--- config.mk ---
export PLATFORM = sky130hd
export DESIGN_NAME = ahb_seq
export DESIGN_NICKNAME = d
export VERILOG_FILES = /design/src/hdl/ahb_pkg.sv /design/src/hdl/ahb_seq.sv /design/src/hdl/ahb_sync2.sv
export SDC_FILE = /design/constraint.sdc
export NUM_CORES = 1
export LEC_CHECK = 0
export BUFFER_PORTS_ARGS = -buffer_cell sky130_fd_sc_hd__buf_2
export CORE_MARGIN = 2
export CORE_UTILIZATION = 45
export DETAILED_ROUTE_END_ITERATION = 12
export GPL_ROUTABILITY_DRIVEN = 0
export PLACE_DENSITY = 0.66
export SYNTH_ARGS = -nofsm -noshare
export SYNTH_HDL_FRONTEND = slang
export SYNTH_SLANG_ARGS = --single-unit
--- constraint.sdc ---
create_clock -name sys_clk_in -period 4.9 [get_ports sys_clk_in]
set_input_delay 0.98 -clock sys_clk_in [delete_from_list [all_inputs] [get_ports sys_clk_in]]
set_output_delay 0.98 -clock sys_clk_in [all_outputs]
set_load 0.03 [all_outputs]
--- src/hdl/ahb_pkg.sv ---
// constants and carrier types for the handshake byte output sequencer
// assumes a single 25 MHz clock domain
package ahb_pkg;
  localparam int          RESULT_W     = 14;
  localparam int          LOW_W        = 8;
  localparam int          HIGH_W       = 6;
  localparam int          HIGH_LSB     = 8;
  localparam int          HIGH_MSB     = 13;
  localparam logic [15:0] CONV_CYC_DEF = 16'h0400;
  localparam logic [15:0] ONE16        = 16'h0001;

  typedef struct packed {
    logic       over_range;
    logic       polarity;
    logic [11:0] magnitude;
  } ahb_result_type;

  typedef struct packed {
    logic [7:0] data;
    logic [7:0] data_oe_b;
    logic       upper_byte_flag;
    logic       lower_byte_flag;
    logic       load_strobe;
  } ahb_bus_type;
endpackage

--- src/hdl/ahb_seq.sv ---
// handshake-mode two-byte output sequencer of a 12-bit plus sign converter
// assumes send, mode and run/hold pins asynchronous; result from same clock
// What this block does
// - the upper byte flag marks the high byte on the bus and a load strobe rises for external latches.
// - while handshake mode is active and send is high the next byte is strobed onto the bus.
// - while send is held low after a strobe the enabled byte stays actively driven.
// - the receiver raises send again once it took the byte and the sequence advances.
// - the high-order byte goes first and the low-order byte second.
// - once the low byte is taken and send rises the lower byte flag rises to end the transfer.
// - with mode held high completed conversions are sent automatically, but only results that complete between sequences are latched.
// - a rising edge on mode starts one sequence on demand; mode may then fall.
// - the run/hold input starts conversions.
// - the result spans 14 lines split over the two bytes.
`timescale 1ns/10ps
module ahb_seq #(
  parameter logic [15:0] CONV_CYC = ahb_pkg::CONV_CYC_DEF
) (
  input  wire logic                 sys_clk_in,
  input  wire logic                 rst_b_in,
  input  wire logic                 send_in,
  input  wire logic                 mode_in,
  input  wire logic                 run_in,
  input  wire ahb_pkg::ahb_result_type result_in,
  output ahb_pkg::ahb_bus_type      bus_out,
  output logic                      conv_busy_out
);
  import ahb_pkg::*;

  typedef enum logic [2:0] {
    ST_IDLE  = 3'b000,
    ST_HIGH  = 3'b001,
    ST_HWAIT = 3'b010,
    ST_LOW   = 3'b011,
    ST_LWAIT = 3'b100,
    ST_END   = 3'b101,
    ST_HREADY = 3'b110
  } ahb_state_type;

  logic send_s, mode_s, run_s;
  ahb_sync2 u_send (.sys_clk_in(sys_clk_in), .rst_b_in(rst_b_in), .pin_in(send_in),
                    .sync_out(send_s));
  ahb_sync2 u_mode (.sys_clk_in(sys_clk_in), .rst_b_in(rst_b_in), .pin_in(mode_in),
                    .sync_out(mode_s));
  ahb_sync2 u_run  (.sys_clk_in(sys_clk_in), .rst_b_in(rst_b_in), .pin_in(run_in),
                    .sync_out(run_s));

  ////////////////////////////////////////////////////////////////////////////
  // conversion timer
  logic [15:0]    conv_cnt, next_conv_cnt;
  logic           busy, next_busy;
  logic           conv_done, next_conv_done;
  logic [13:0]    held, next_held;
  logic           mode_d, next_mode_d;
  logic           pend, next_pend;
  ahb_state_type  state, next_state;
  ahb_bus_type    bus, next_bus;
  logic           mode_rise;

  assign mode_rise = mode_s & ~mode_d;

  always_comb begin
    next_conv_cnt  = conv_cnt;
    next_busy      = busy;
    next_conv_done = 1'b0;
    next_held      = held;
    if (!busy && run_s) begin
      next_busy     = 1'b1;
      next_conv_cnt = CONV_CYC;
    end else if (busy) begin
      if (conv_cnt == ONE16) begin
        next_busy      = 1'b0;
        next_conv_done = 1'b1;
        // latch only outside a sequence so bytes of one result stay coherent
        if (state == ST_IDLE)
          next_held = result_in;
      end
      next_conv_cnt = conv_cnt - ONE16;
    end
    if (!rst_b_in) begin
      next_conv_cnt  = 16'h0000;
      next_busy      = 1'b0;
      next_conv_done = 1'b0;
      next_held      = 14'h0000;
    end
  end

  always_ff @(posedge sys_clk_in) begin
    conv_cnt  <= next_conv_cnt;
    busy      <= next_busy;
    conv_done <= next_conv_done;
    held      <= next_held;
  end

  ////////////////////////////////////////////////////////////////////////////
  // byte sequencer
  always_comb begin
    next_state  = state;
    next_mode_d = mode_s;
    next_pend   = pend;
    next_bus    = bus;
    next_bus.load_strobe = 1'b0;
    if (mode_rise || (mode_s && conv_done))
      next_pend = 1'b1;
    case (state)
      ST_IDLE: begin
        next_bus.data_oe_b       = 8'hFF;
        next_bus.upper_byte_flag = 1'b0;
        next_bus.lower_byte_flag = 1'b0;
        if (pend && !busy) begin
          next_pend  = 1'b0;
          next_state = ST_HIGH;
        end
      end
      ST_HIGH: if (send_s) begin
        next_bus.data            = {2'b00, held[HIGH_MSB:HIGH_LSB]};
        next_bus.data_oe_b       = 8'hC0;
        next_bus.upper_byte_flag = 1'b1;
        next_bus.load_strobe     = 1'b1;
        next_state               = ST_HWAIT;
      end
      // synced send still shows the pre-strobe level for two cycles, so wait
      // for the receiver to drop it before looking for its return
      ST_HWAIT: if (!send_s) begin
        next_state = ST_HREADY;
      end
      ST_HREADY: if (send_s) begin
        next_state = ST_LOW;
      end
      ST_LOW: begin
        next_bus.data            = held[LOW_W-1:0];
        next_bus.data_oe_b       = 8'h00;
        next_bus.upper_byte_flag = 1'b0;
        next_bus.load_strobe     = 1'b1;
        next_state               = ST_LWAIT;
      end
      ST_LWAIT: if (!send_s) begin
        next_state = ST_END;
      end
      ST_END: if (send_s) begin
        next_bus.lower_byte_flag = 1'b1;
        next_bus.data_oe_b       = 8'hFF;
        next_state               = ST_IDLE;
      end
      default: next_state = ST_IDLE;
    endcase
    if (!rst_b_in) begin
      next_state  = ST_IDLE;
      next_mode_d = 1'b0;
      next_pend   = 1'b0;
      next_bus    = '{data: 8'h00, data_oe_b: 8'hFF, upper_byte_flag: 1'b0,
                      lower_byte_flag: 1'b0, load_strobe: 1'b0};
    end
  end

  always_ff @(posedge sys_clk_in) begin
    state  <= next_state;
    mode_d <= next_mode_d;
    pend   <= next_pend;
    bus    <= next_bus;
  end

  assign bus_out       = bus;
  assign conv_busy_out = busy;
endmodule

--- src/hdl/ahb_sync2.sv ---
// two-flop synchroniser for pin inputs
// assumes the pin is asynchronous to sys_clk_in
`timescale 1ns/10ps
module ahb_sync2 (
  input  wire logic sys_clk_in,
  input  wire logic rst_b_in,
  input  wire logic pin_in,
  output logic      sync_out
);
  import ahb_pkg::*;
  logic meta;
  logic next_meta;
  logic next_sync;

  always_comb begin
    next_meta = rst_b_in ? pin_in : 1'b0;
    next_sync = rst_b_in ? meta : 1'b0;
  end

  always_ff @(posedge sys_clk_in) begin
    meta     <= next_meta;
    sync_out <= next_sync;
  end
endmodule

==> summary.txt, run 1 <==
Power and ir drop
  – Tot Pwr: 820 uW
  – Comb pwr share: 10.3%
  – Switching Share: 24.3%
  – Internal power: ~620 uW
  – Net Switching: about 200 uW
  – Power density over the cells: between 300 and 400 nW/um2
  – Leakage: 0.000938 uW
  – Flop pwr share: 59.0%
  – Peak supply drop: 0.113 mV
  – Clock power share: between 30% and 40%

Clock network
  – CTS root buffer: clkbuf_8
  – Clock Latency Late Sink: 0.30 ns
  – CTS resizes: 0
  – Clock buffer count from CTS: 5
  – Clock tree buffer depth: 2
  – Reg clk slew, reported paths: 0.09 ns
  – CTS tree: yes
  – Post-CTS Hold Fix Bufs: 0
  – CTS sink count: 56
  – Postcts setup bufs: 0
  – Htree depth: 2

Global route
  – Largest net degree at the start of global routing: 41
  – Initial antenna violation count: 0
  – Vias in the first global route: 1,709
  – GRT Overall Usage: between 10% and 20%
  – GR Overflow Total: 0
  – First-pass GRT wire length: about 8000 um

STA
  – Worst relative slew slack: between 20% and 30%
  – Post-route setup slack: roughly 2.5 ns
  – Setup violations, final: 0
  – Final period util: between 40% and 50%
  – Final Hold Violating Endpoints: 0
  – Slew @ Worst Pin: 1.14 ns
  – FMAX: 413 MHz
  – RSZ-0062 raised after global routing: no
  – Setup TNS Final: 0 ns
  – Final-report max-slew violation count: 0
  – Worst Clk Skew: 0.00598 ns
  – Crit path time final: 2.42 ns

Synth
  – Area contributors post-synth: dfxtp_1 (47%), nand2_1 (6.1%), mux2i_1 (5.9%)
  – Post-Syn Nets: 286
  – Mapped Avg Cell Area: 9.02 um2
  – Area leader, netlist: dfxtp_1
  – YS warnings: 0
  – Post-synth top area share: 46.9%
  – Mapped Area: 2390 um2
  – Synth unique cells: 43
  – Seq/Total Area, Yosys: 46.9%
  – Seq cells post-synth: 56
  – Mapped Cells: 265

Hold path
  – Worst hold path depth: 1
  – Hold EP: u_send.sync_out$_SDFF_PN0_
  – Hold Crit Start: u_send.meta$_SDFF_PN0_
  – Hold Path Class: flip-flop to flip-flop

Worst setup path
  – WS Path Type: flip-flop to flip-flop
  – CP top delay family: simple AND/OR/NAND/NOR gates
  – CP bufs+invs: 0
  – Cells on worst reg2reg path: 4
  – Slowest-stage cell, CP: nor3_1
  – Worst Setup End Kind: flip-flop
  – Crit-path cells: nor2_1 -> nor3_1 -> nor2_1 -> a311oi_1
  – Startpoint Class: flip-flop
  – R2R Path End: bus_out[11]$_SDFFE_PN0P_
  – Reg2Reg Launch Point: state[1]$_SDFFE_PN0P_
  – Max FO, Critical Path: 22
  – Crit path largest cell delay: roughly 0.9 ns
  – FF-to-FF setup slack: 2.48 ns
  – Required time of the critical path: 5.11 ns
  – Most used cell, CP: nor2_1
  – Arr. time, crit path: 2.63 ns

Placement
  – Hpwl dp: 3200 um
  – Pre-CTS setup slack: 2.22 ns
  – Placed Area: 2530 um2
  – Port bufs: 38

Finish
  – N_diodes: 0
  – P&R area growth vs syn: 9.84%
  – Fillers: 507
  – Fin area: 2630 um2
  – Ratio of cells with drive above 1 in the final layout: approximately 18%
  – Nets: 311

Floorplan
  – Row cnt: 26
  – Starting density of the core: 46.8%
  – Ports: 39
  – Die Y: 76.9 um
  – Die Area: 5910 um2
  – Die W: 76.9 um
  – Core footprint: approximately 5000 um2

Route
  – First-pass DRT Iterations: 4
  – Total wire length: between 4000 and 5000 um
  – Wire per inst: 12.9 um
  – Vias: 1,884
  – Final ANT Viol Nets: 0
  – Vias per inst: between 5 and 6
  – Drt drc: 0
  – DRT iter0 DRCs: 88

Flow run
  – Number of max-cap violations: 0

Outcome
  – Outcome: finished clean
==> placed cells by master, fill, tap and decap left out, drive strengths merged, types with 2 or more instances in the layout <==
master	synthesis	final
a211oi	2	2
a21oi	13	13
a311oi	7	7
a32oi	3	3
and2	8	8
buf	9	38
clkbuf	9	8
clkinv	2	2
dfxtp	56	56
ha	2	2
inv	5	5
mux2i	14	14
nand2	39	39
nand2b	2	2
nand3	9	9
nand4	3	3
nand4bb	2	2
nor2	27	27
nor2b	3	3
nor3	8	8
nor4b	3	3
o211ai	2	2
o21a	2	2
o21ai	8	8
o22ai	2	2
o31ai	2	2
or3	5	5
or4	3	3
xnor2	4	4
xor2	5	5
==> power by group through the flow <==
| stage | clock network (uW) | logic (uW) | registers, uW |
|---|---|---|---|
| finish | 252 | 84.3 | 484 |
| global route | 284 | 95.4 | 487 |
| CTS | 265 | 84.8 | 484 |
| floorplan | 0 | 65.6 | 492 |
| global placement | 0 | 83.2 | 494 |
| detailed placement | 0 | 83.9 | 494 |
==> how the worst max path moves through the flow <==
stage	start	to	slack, ns	cells past startpoint
floorplan	conv_busy_out$_SDFF_PN0_	conv_cnt[14]$_SDFFE_PP0P_	2.88	5
global placement	rst_b_in	bus_out[8]$_SDFFE_PN1P_	2.24	4
detailed placement	rst_b_in	bus_out[8]$_SDFFE_PN1P_	2.22	4
CTS	state[1]$_SDFFE_PN0P_	bus_out[11]$_SDFFE_PN0P_	2.49	4
global route	state[1]$_SDFFE_PN0P_	bus_out[11]$_SDFFE_PN0P_	2.19	4
finish	state[1]$_SDFFE_PN0P_	bus_out[11]$_SDFFE_PN0P_	2.48	4
==> registers in the layout, indices dropped and copies added (netlist names) <==
| name | flops |
|---|---|
| bus_out | 13 |
| conv_done | 1 |
| u_mode.sync_out | 1 |
| mode_d | 1 |
| state | 3 |
| u_mode.meta | 1 |
| u_send.sync_out | 1 |
| u_run.meta | 1 |
| u_run.sync_out | 1 |
| conv_busy_out | 1 |
| conv_cnt | 16 |
| held | 14 |
| u_send.meta | 1 |
| pend | 1 |
==> per-stage QoR <==
stage | utilization [%] | hold slack, ns | instances
after floorplan | - | 0.412 | 265
after global placement | 49.6 | 0.415 | 353
after detailed placement | 49.6 | 0.424 | 353
after CTS | 51.4 | 0.445 | 361
after global routing | 51.4 | 0.460 | 361
final | 51.4 | 0.441 | 361
==> cells in the mapped netlist <==
cell           number
dfxtp_1            56
nor4b_2             1
buf_4               6
nand2_1            39
o221a_2             1
nand4bb_1           2
clkinv_1            2
nor2_1             27
o21a_1              2
dlygate4sd1_1       2
a32oi_1             3
ha_1                2
nand2b_1            2
inv_1               5
and2_1              8
buf_2               1
clkbuf_1            9
a31oi_1             1
nor3_1              7
o22ai_1             2
a311oi_1            7
or4_4               1
nor2b_1             3
or3_2               2
or3_1               2
nor4_1              1
or4_2               2
nor4bb_1            1
o211ai_1            2
o31ai_1             2
a211oi_1            2
nand3_1             9
nor4b_1             2
mux2i_1            14
a21oi_1            13
nand4_1             3
or3_4               1
buf_6               1
buf_12              1
nor3_4              1
o21ai_0             8
xnor2_1             4
xor2_1              5
==> worst reg2reg max path, delay by kind of cell, from the launching register on <==
family | cells | cell delay [ns]
DFF | 1 | 0.79
AOI/OAI and AO/OA | 1 | 0.27
and+or+nand+nor | 3 | 1.26
==> kinds of logic (layout without fill, tap and decap cells) <==
group           count (synthesis)  count (layout)  share of synthesized area (%)
fa+ha+maj                       2               2                           1.05
flops                          56              56                           46.9
buf+inv                        27              53                           6.65
simple gates                  114             114                           24.4
compound gates                 43              43                           11.8
mux                            14              14                           5.86
xor+xnor                        9               9                           3.30
==> metal layers <==
layer	GRT usage (%)	up-vias	part of all wire [%]	routed length, um
met5	0	-	0	0
met4	6.55	0	1.6	74
met3	3.41	7	4.3	200
met2	25.8	40	44	2040
met1	22.8	877	50	2340
li1	-	960	-	-
==> cell type report <==
| type | instances | area, um2 | share of cell area, % |
|---|---|---|---|
| flip-flops and latches | 56 | 1120 | 42.7 |
| multi-input cells | 182 | 1110 | 42.3 |
| repair buffers | 38 | 190 | 7.24 |
| clock buffers | 8 | 90.1 | 3.43 |
| well taps | 70 | 87.6 | 3.34 |
| inverters | 7 | 26.3 | 1.00 |
No activity file was read; power rests on OpenSTA's default activity.
==> run 2, diff against run 1 <==
==> constraint.sdc (replaced) <==
create_clock -name sys_clk_in -period 2.33 [get_ports sys_clk_in]
set_input_delay 0.466 -clock sys_clk_in [delete_from_list [all_inputs] [get_ports sys_clk_in]]
set_output_delay 0.466 -clock sys_clk_in [all_outputs]
set_load 0.03 [all_outputs]
==> summary.txt, run 2 (same netlist as run 1, synthesis figures left out) <==
Worst setup path
  – Arr. time, crit path: between 2 and 2.5 ns
  – Most used cell, CP: nand4bb_1
  – Worst Setup End Kind: flip-flop
  – CP top delay family: simple AND/OR/NAND/NOR gates
  – WS Path Type: flip-flop to flip-flop
  – CP bufs+invs: 1
  – Slowest-stage cell, CP: or4_2
  – Required time of the critical path: 2.55 ns
  – Crit path largest cell delay: 0.66 ns
  – Crit-path cells: inv_1 -> ha_1 -> nand4bb_1 -> nand4bb_1 -> or4_2 -> a21oi_1
  – Max FO, Critical Path: 5
  – Startpoint Class: flip-flop

Global route
  – Initial antenna violation count: 0
  – GRT Overall Usage: 16.7%
  – Largest net degree at the start of global routing: 30
  – First-pass GRT wire length: 8220 um
  – Vias in the first global route: 1,795
  – GR Overflow Total: 0

Clock network
  – CTS root buffer: clkbuf_8
  – Clock buffer count from CTS: 5
  – Reg clk slew, reported paths: 0.10 ns
  – Htree depth: 2
  – Postcts setup bufs: 0
  – CTS resizes: 0
  – Clock tree buffer depth: 2
  – CTS sink count: 56
  – Post-CTS Hold Fix Bufs: 0
  – Clock Latency Late Sink: about 0.3 ns
  – CTS tree: yes

Finish
  – Ratio of cells with drive above 1 in the final layout: between 20% and 30%
  – P&R area growth vs syn: 11.9%
  – Fillers: 506
  – Layout Cells excl Fill: 367
  – Max reg flops: 16
  – Commonest cells after routing, fill and taps aside: dfxtp_1 (56), nand2_1 (39), buf_2 (38)
  – Post-layout util: 52.4%
  – Nets: 317
  – N_diodes: 0
  – Most common cell after layout, fill and taps aside: dfxtp_1
  – Top reg by flops: conv_cnt

Route
  – Final ANT Viol Nets: 0
  – Vias: between 1,500 and 2,000
  – Vias per inst: 5.09
  – Wire per inst: 12.8 um
  – First-pass DRT Iterations: 4
  – Total wire length: 4680 um
  – DRT iter0 DRCs: 60
  – Drt drc: 0

STA
  – Final-report max-slew violation count: 0
  – Final hold slack: around 0.36 ns
  – Setup violations, final: 0
  – Final period util: about nine tenths
  – FMAX: around 480 MHz
  – RSZ-0062 raised after global routing: no
  – Final Hold Violating Endpoints: 0
  – Setup TNS Final: 0 ns
  – Worst relative slew slack: 64.6%
  – Slew @ Worst Pin: 0.531 ns
  – Crit path time final: 2.09 ns
  – Worst Clk Skew: 0.00921 ns

Power and ir drop
  – Power density over the cells: 650 nW/um2
  – Peak supply drop: 0.368 mV
  – Leakage: 0.000969 uW
  – Tot Pwr: 1740 uW

Placement
  – Placed insts: 359
  – Hpwl dp: 3280 um
  – Port bufs: 38

Floorplan
  – Die W: ~77 um
  – Starting density of the core: between 40 and 50%
  – Die Area: 5910 um2
  – Ports: 39
  – Core footprint: 5110 um2
  – Row cnt: 26
  – Die Y: 76.9 um

Hold path
  – Hold Path Class: input pin to flip-flop

Flow run
  – Number of max-cap violations: 0

Outcome
  – Outcome: finished clean
run 2: cell types whose count changed in the layout (fill, tap and decap cells not counted):
cell,delta
buf_4,+6
clkbuf_1,-1
clkinvlp_4,+1
run 2: area by class of cell:
cell class	count	area, um2	share of cell area [%]
sequential	56	1120	41.9
timing repair buffer	44	235	8.80
tap	70	87.6	3.28
inverter	7	26.3	0.983
clock buffer	7	86.3	3.23
clock inverter	1	7.51	0.281
multi-input combinational	182	1110	41.5
run 2: power breakdown:
group	leakage (uW)	switching (uW)	internal, uW	total, uW
sequential	0.000454	30.7	986	1020
clock	0.0000445	295	242	538
combinational	0.000470	103	80.5	184
total	0.000969	429	1310	1740
run 2: worst paths after layout:
kind / from / endpoint / slack [ns] / depth (start not counted)
min reg2reg: u_run.meta$_SDFF_PN0_ / u_run.sync_out$_SDFF_PN0_ / 0.45 / 1
max: conv_cnt[0]$_SDFFE_PP0P_ / conv_cnt[14]$_SDFFE_PP0P_ / 0.24 / 6
min: run_in / u_run.meta$_SDFF_PN0_ / 0.36 / 2
max reg2reg: conv_cnt[0]$_SDFFE_PP0P_ / conv_cnt[14]$_SDFFE_PP0P_ / 0.24 / 6
run 2: metal layers:
metal	vias up	part of all wire [%]	track usage [%]	wire length (um)
met4	0	1.1	4.18	53
li1	974	-	-	-
met1	843	49	22.0	2300
met3	7	5.8	4.12	270
met2	43	44	27.6	2060
met5	-	0	0	0
run 2: worst reg2reg max path: stages, from the launching register on:
cell and delay [ns]:
dfxtp_1 0.36, inv_1 0.08, ha_1 0.18, nand4bb_1 0.23, nand4bb_1 0.35, or4_2 0.66, a21oi_1 0.15
run 2: stage by stage:
| step | area (um2) | worst slack, ns |
|---|---|---|
| 2_1_floorplan | 2390 | 0.311 |
| 3_3_place_gp | 2580 | 0.404 |
| 3_5_place_dp | 2580 | 0.313 |
| 4_1_cts | 2670 | 0.236 |
| 5_1_grt | 2670 | 0.0654 |
| 6_report | 2670 | 0.237 |
==> run 3, diff against run 2 <==
--- a/config.mk
+++ b/config.mk
@@ -7,10 +7,9 @@
 export LEC_CHECK = 0
 export BUFFER_PORTS_ARGS = -buffer_cell sky130_fd_sc_hd__buf_2
 export CORE_MARGIN = 2
-export CORE_UTILIZATION = 45
+export CORE_UTILIZATION = 40
 export DETAILED_ROUTE_END_ITERATION = 12
 export GPL_ROUTABILITY_DRIVEN = 0
-export PLACE_DENSITY = 0.66
 export SYNTH_ARGS = -nofsm -noshare
 export SYNTH_HDL_FRONTEND = slang
 export SYNTH_SLANG_ARGS = --single-unit
==> summary.txt, run 3 (same netlist as run 1, synthesis figures left out) <==
Global route
  – Initial antenna violation count: 0
  – First-pass GRT wire length: 8130 um
  – Largest net degree at the start of global routing: 31
  – Vias in the first global route: 1,700
  – GR Overflow Total: 0
  – GRT Overall Usage: approximately 16%

Finish
  – Post-layout util: between 40 and 50%
  – Commonest cells after routing, fill and taps aside: dfxtp_1 (56), nand2_1 (39), buf_2 (38)
  – Layout Cells excl Fill: 372
  – Most common cell after layout, fill and taps aside: dfxtp_1
  – Max reg flops: 16
  – N_diodes: 0
  – Top reg by flops: conv_cnt
  – Nets: 317
  – P&R area growth vs syn: 12.7%
  – Ratio of cells with drive above 1 in the final layout: 20.2%

Floorplan
  – Die Area: 6610 um2
  – Starting density of the core: 40.8%
  – Die W: 81.3 um
  – Ports: 39
  – Core footprint: 5850 um2
  – Row cnt: 28
  – Die Y: 81.3 um

Clock network
  – CTS root buffer: clkbuf_8
  – Reg clk slew, reported paths: 0.09 ns
  – Htree depth: 2
  – CTS resizes: 0
  – Clock buffer count from CTS: 5
  – CTS tree: yes
  – Clock tree buffer depth: 2
  – CTS sink count: 56
  – Post-CTS Hold Fix Bufs: 0
  – Postcts setup bufs: 0
  – Clock Latency Late Sink: 0.31 ns

Worst setup path
  – Crit path capture: conv_cnt[14]$_SDFFE_PP0P_
  – Required time of the critical path: 2.57 ns
  – Reg2Reg Launch Point: conv_busy_out$_SDFF_PN0_
  – Cells on worst reg2reg path: 4
  – Max FO, Critical Path: 11
  – Startpoint Class: flip-flop
  – Worst Setup SP: conv_busy_out$_SDFF_PN0_
  – Arr. time, crit path: 2.24 ns
  – Worst Setup End Kind: flip-flop
  – FF-to-FF setup slack: 0.32 ns
  – WS Path Type: flip-flop to flip-flop
  – R2R Path End: conv_cnt[14]$_SDFFE_PP0P_

Placement
  – Placed insts: roughly 360
  – Port bufs: 38
  – Pre-CTS setup slack: 0.344 ns
  – Hpwl dp: 3260 um

Route
  – Final ANT Viol Nets: 0
  – Vias per inst: a little over 5
  – DRT iter0 DRCs: 99
  – Vias: 1,879
  – First-pass DRT Iterations: 4
  – Drt drc: 0
  – Wire per inst: approximately 13 um
  – Total wire length: 4680 um

Flow run
  – Number of max-cap violations: 0

Hold path
  – Hold Crit Start: send_in
  – Hold Path Class: input pin to flip-flop

Outcome
  – Outcome: finished clean

STA
  – Worst Clk Skew: approximately 0.012 ns
  – Setup violations, final: 0
  – Post-route setup slack: 0.324 ns
  – Final Hold Violating Endpoints: 0
  – RSZ-0062 raised after global routing: no
  – FMAX: 499 MHz
  – Crit path time final: 2.01 ns
  – Setup TNS Final: 0 ns
  – Worst relative slew slack: 64.0%
  – Final hold slack: 0.360 ns
  – Final period util: 86.1%
  – Final-report max-slew violation count: 0
  – Slew @ Worst Pin: roughly 0.54 ns

Power and ir drop
  – Peak supply drop: 0.261 mV
  – Leakage: 0.000979 uW
  – Power density over the cells: 680 nW/um2
==> run 3: cell types whose count changed in the layout (fill, tap and decap cells not counted), sizes merged <==
| cell | previous run | this run |
|---|---|---|
| bufinv | 0 | 1 |
| clkbuf | 7 | 6 |
| clkinv | 2 | 3 |
| clkinvlp | 1 | 0 |
==> run 3: metal layers <==
layer  up-vias  share of wire [%]  global-route usage [%]
met5         -                  0                       0
met4         0                1.3                    5.08
met3         5                4.1                    3.22
met2        33                 44                    24.6
met1       865                 51                    21.7
li1        976                  -                       -
==> run 3: area by class of cell <==
type | instances | area, um2
inverters | 7 | 26.3
repair buffers | 44 | 235
flip-flops and latches | 56 | 1120
well taps | 75 | 93.8
clock inverters | 2 | 35.0
clock buffers | 6 | 72.6
fillers | 575 | 3160
multi-input cells | 182 | 1110
==> run 3: critical path, cell delays in order, from the launching register on <==
cell and delay (ns):
dfxtp_1 0.55, nand4bb_1 0.27, nand4bb_1 0.33, or4_2 0.64, a21oi_1 0.15
==> run 3: stage by stage <==
step	cell area [um2]	power (uW)
global route	2690	1910
detailed placement	2590	1220
floorplan	2390	1170
finish	2690	1830
global placement	2590	1220
CTS	2690	1850
==> run 3: where the power goes <==
part | leakage [uW] | internal, uW | switching (uW)
sequential | 0.000454 | 986 | 31.5
clock | 0.0000552 | 320 | 313
combinational | 0.000470 | 80.3 | 100
total | 0.000979 | 1390 | 445
==> run 3: worst min path at each step <==
stage,end,slack [ns],cells after the start
5_1_grt,u_mode.meta$_SDFF_PN0_,0.35,2
3_3_place_gp,u_run.sync_out$_SDFF_PN0_,0.42,1
2_1_floorplan,u_mode.sync_out$_SDFF_PN0_,0.41,1
6_report,u_send.meta$_SDFF_PN0_,0.36,2
3_5_place_dp,u_send.sync_out$_SDFF_PN0_,0.43,1
4_1_cts,u_send.meta$_SDFF_PN0_,0.35,2
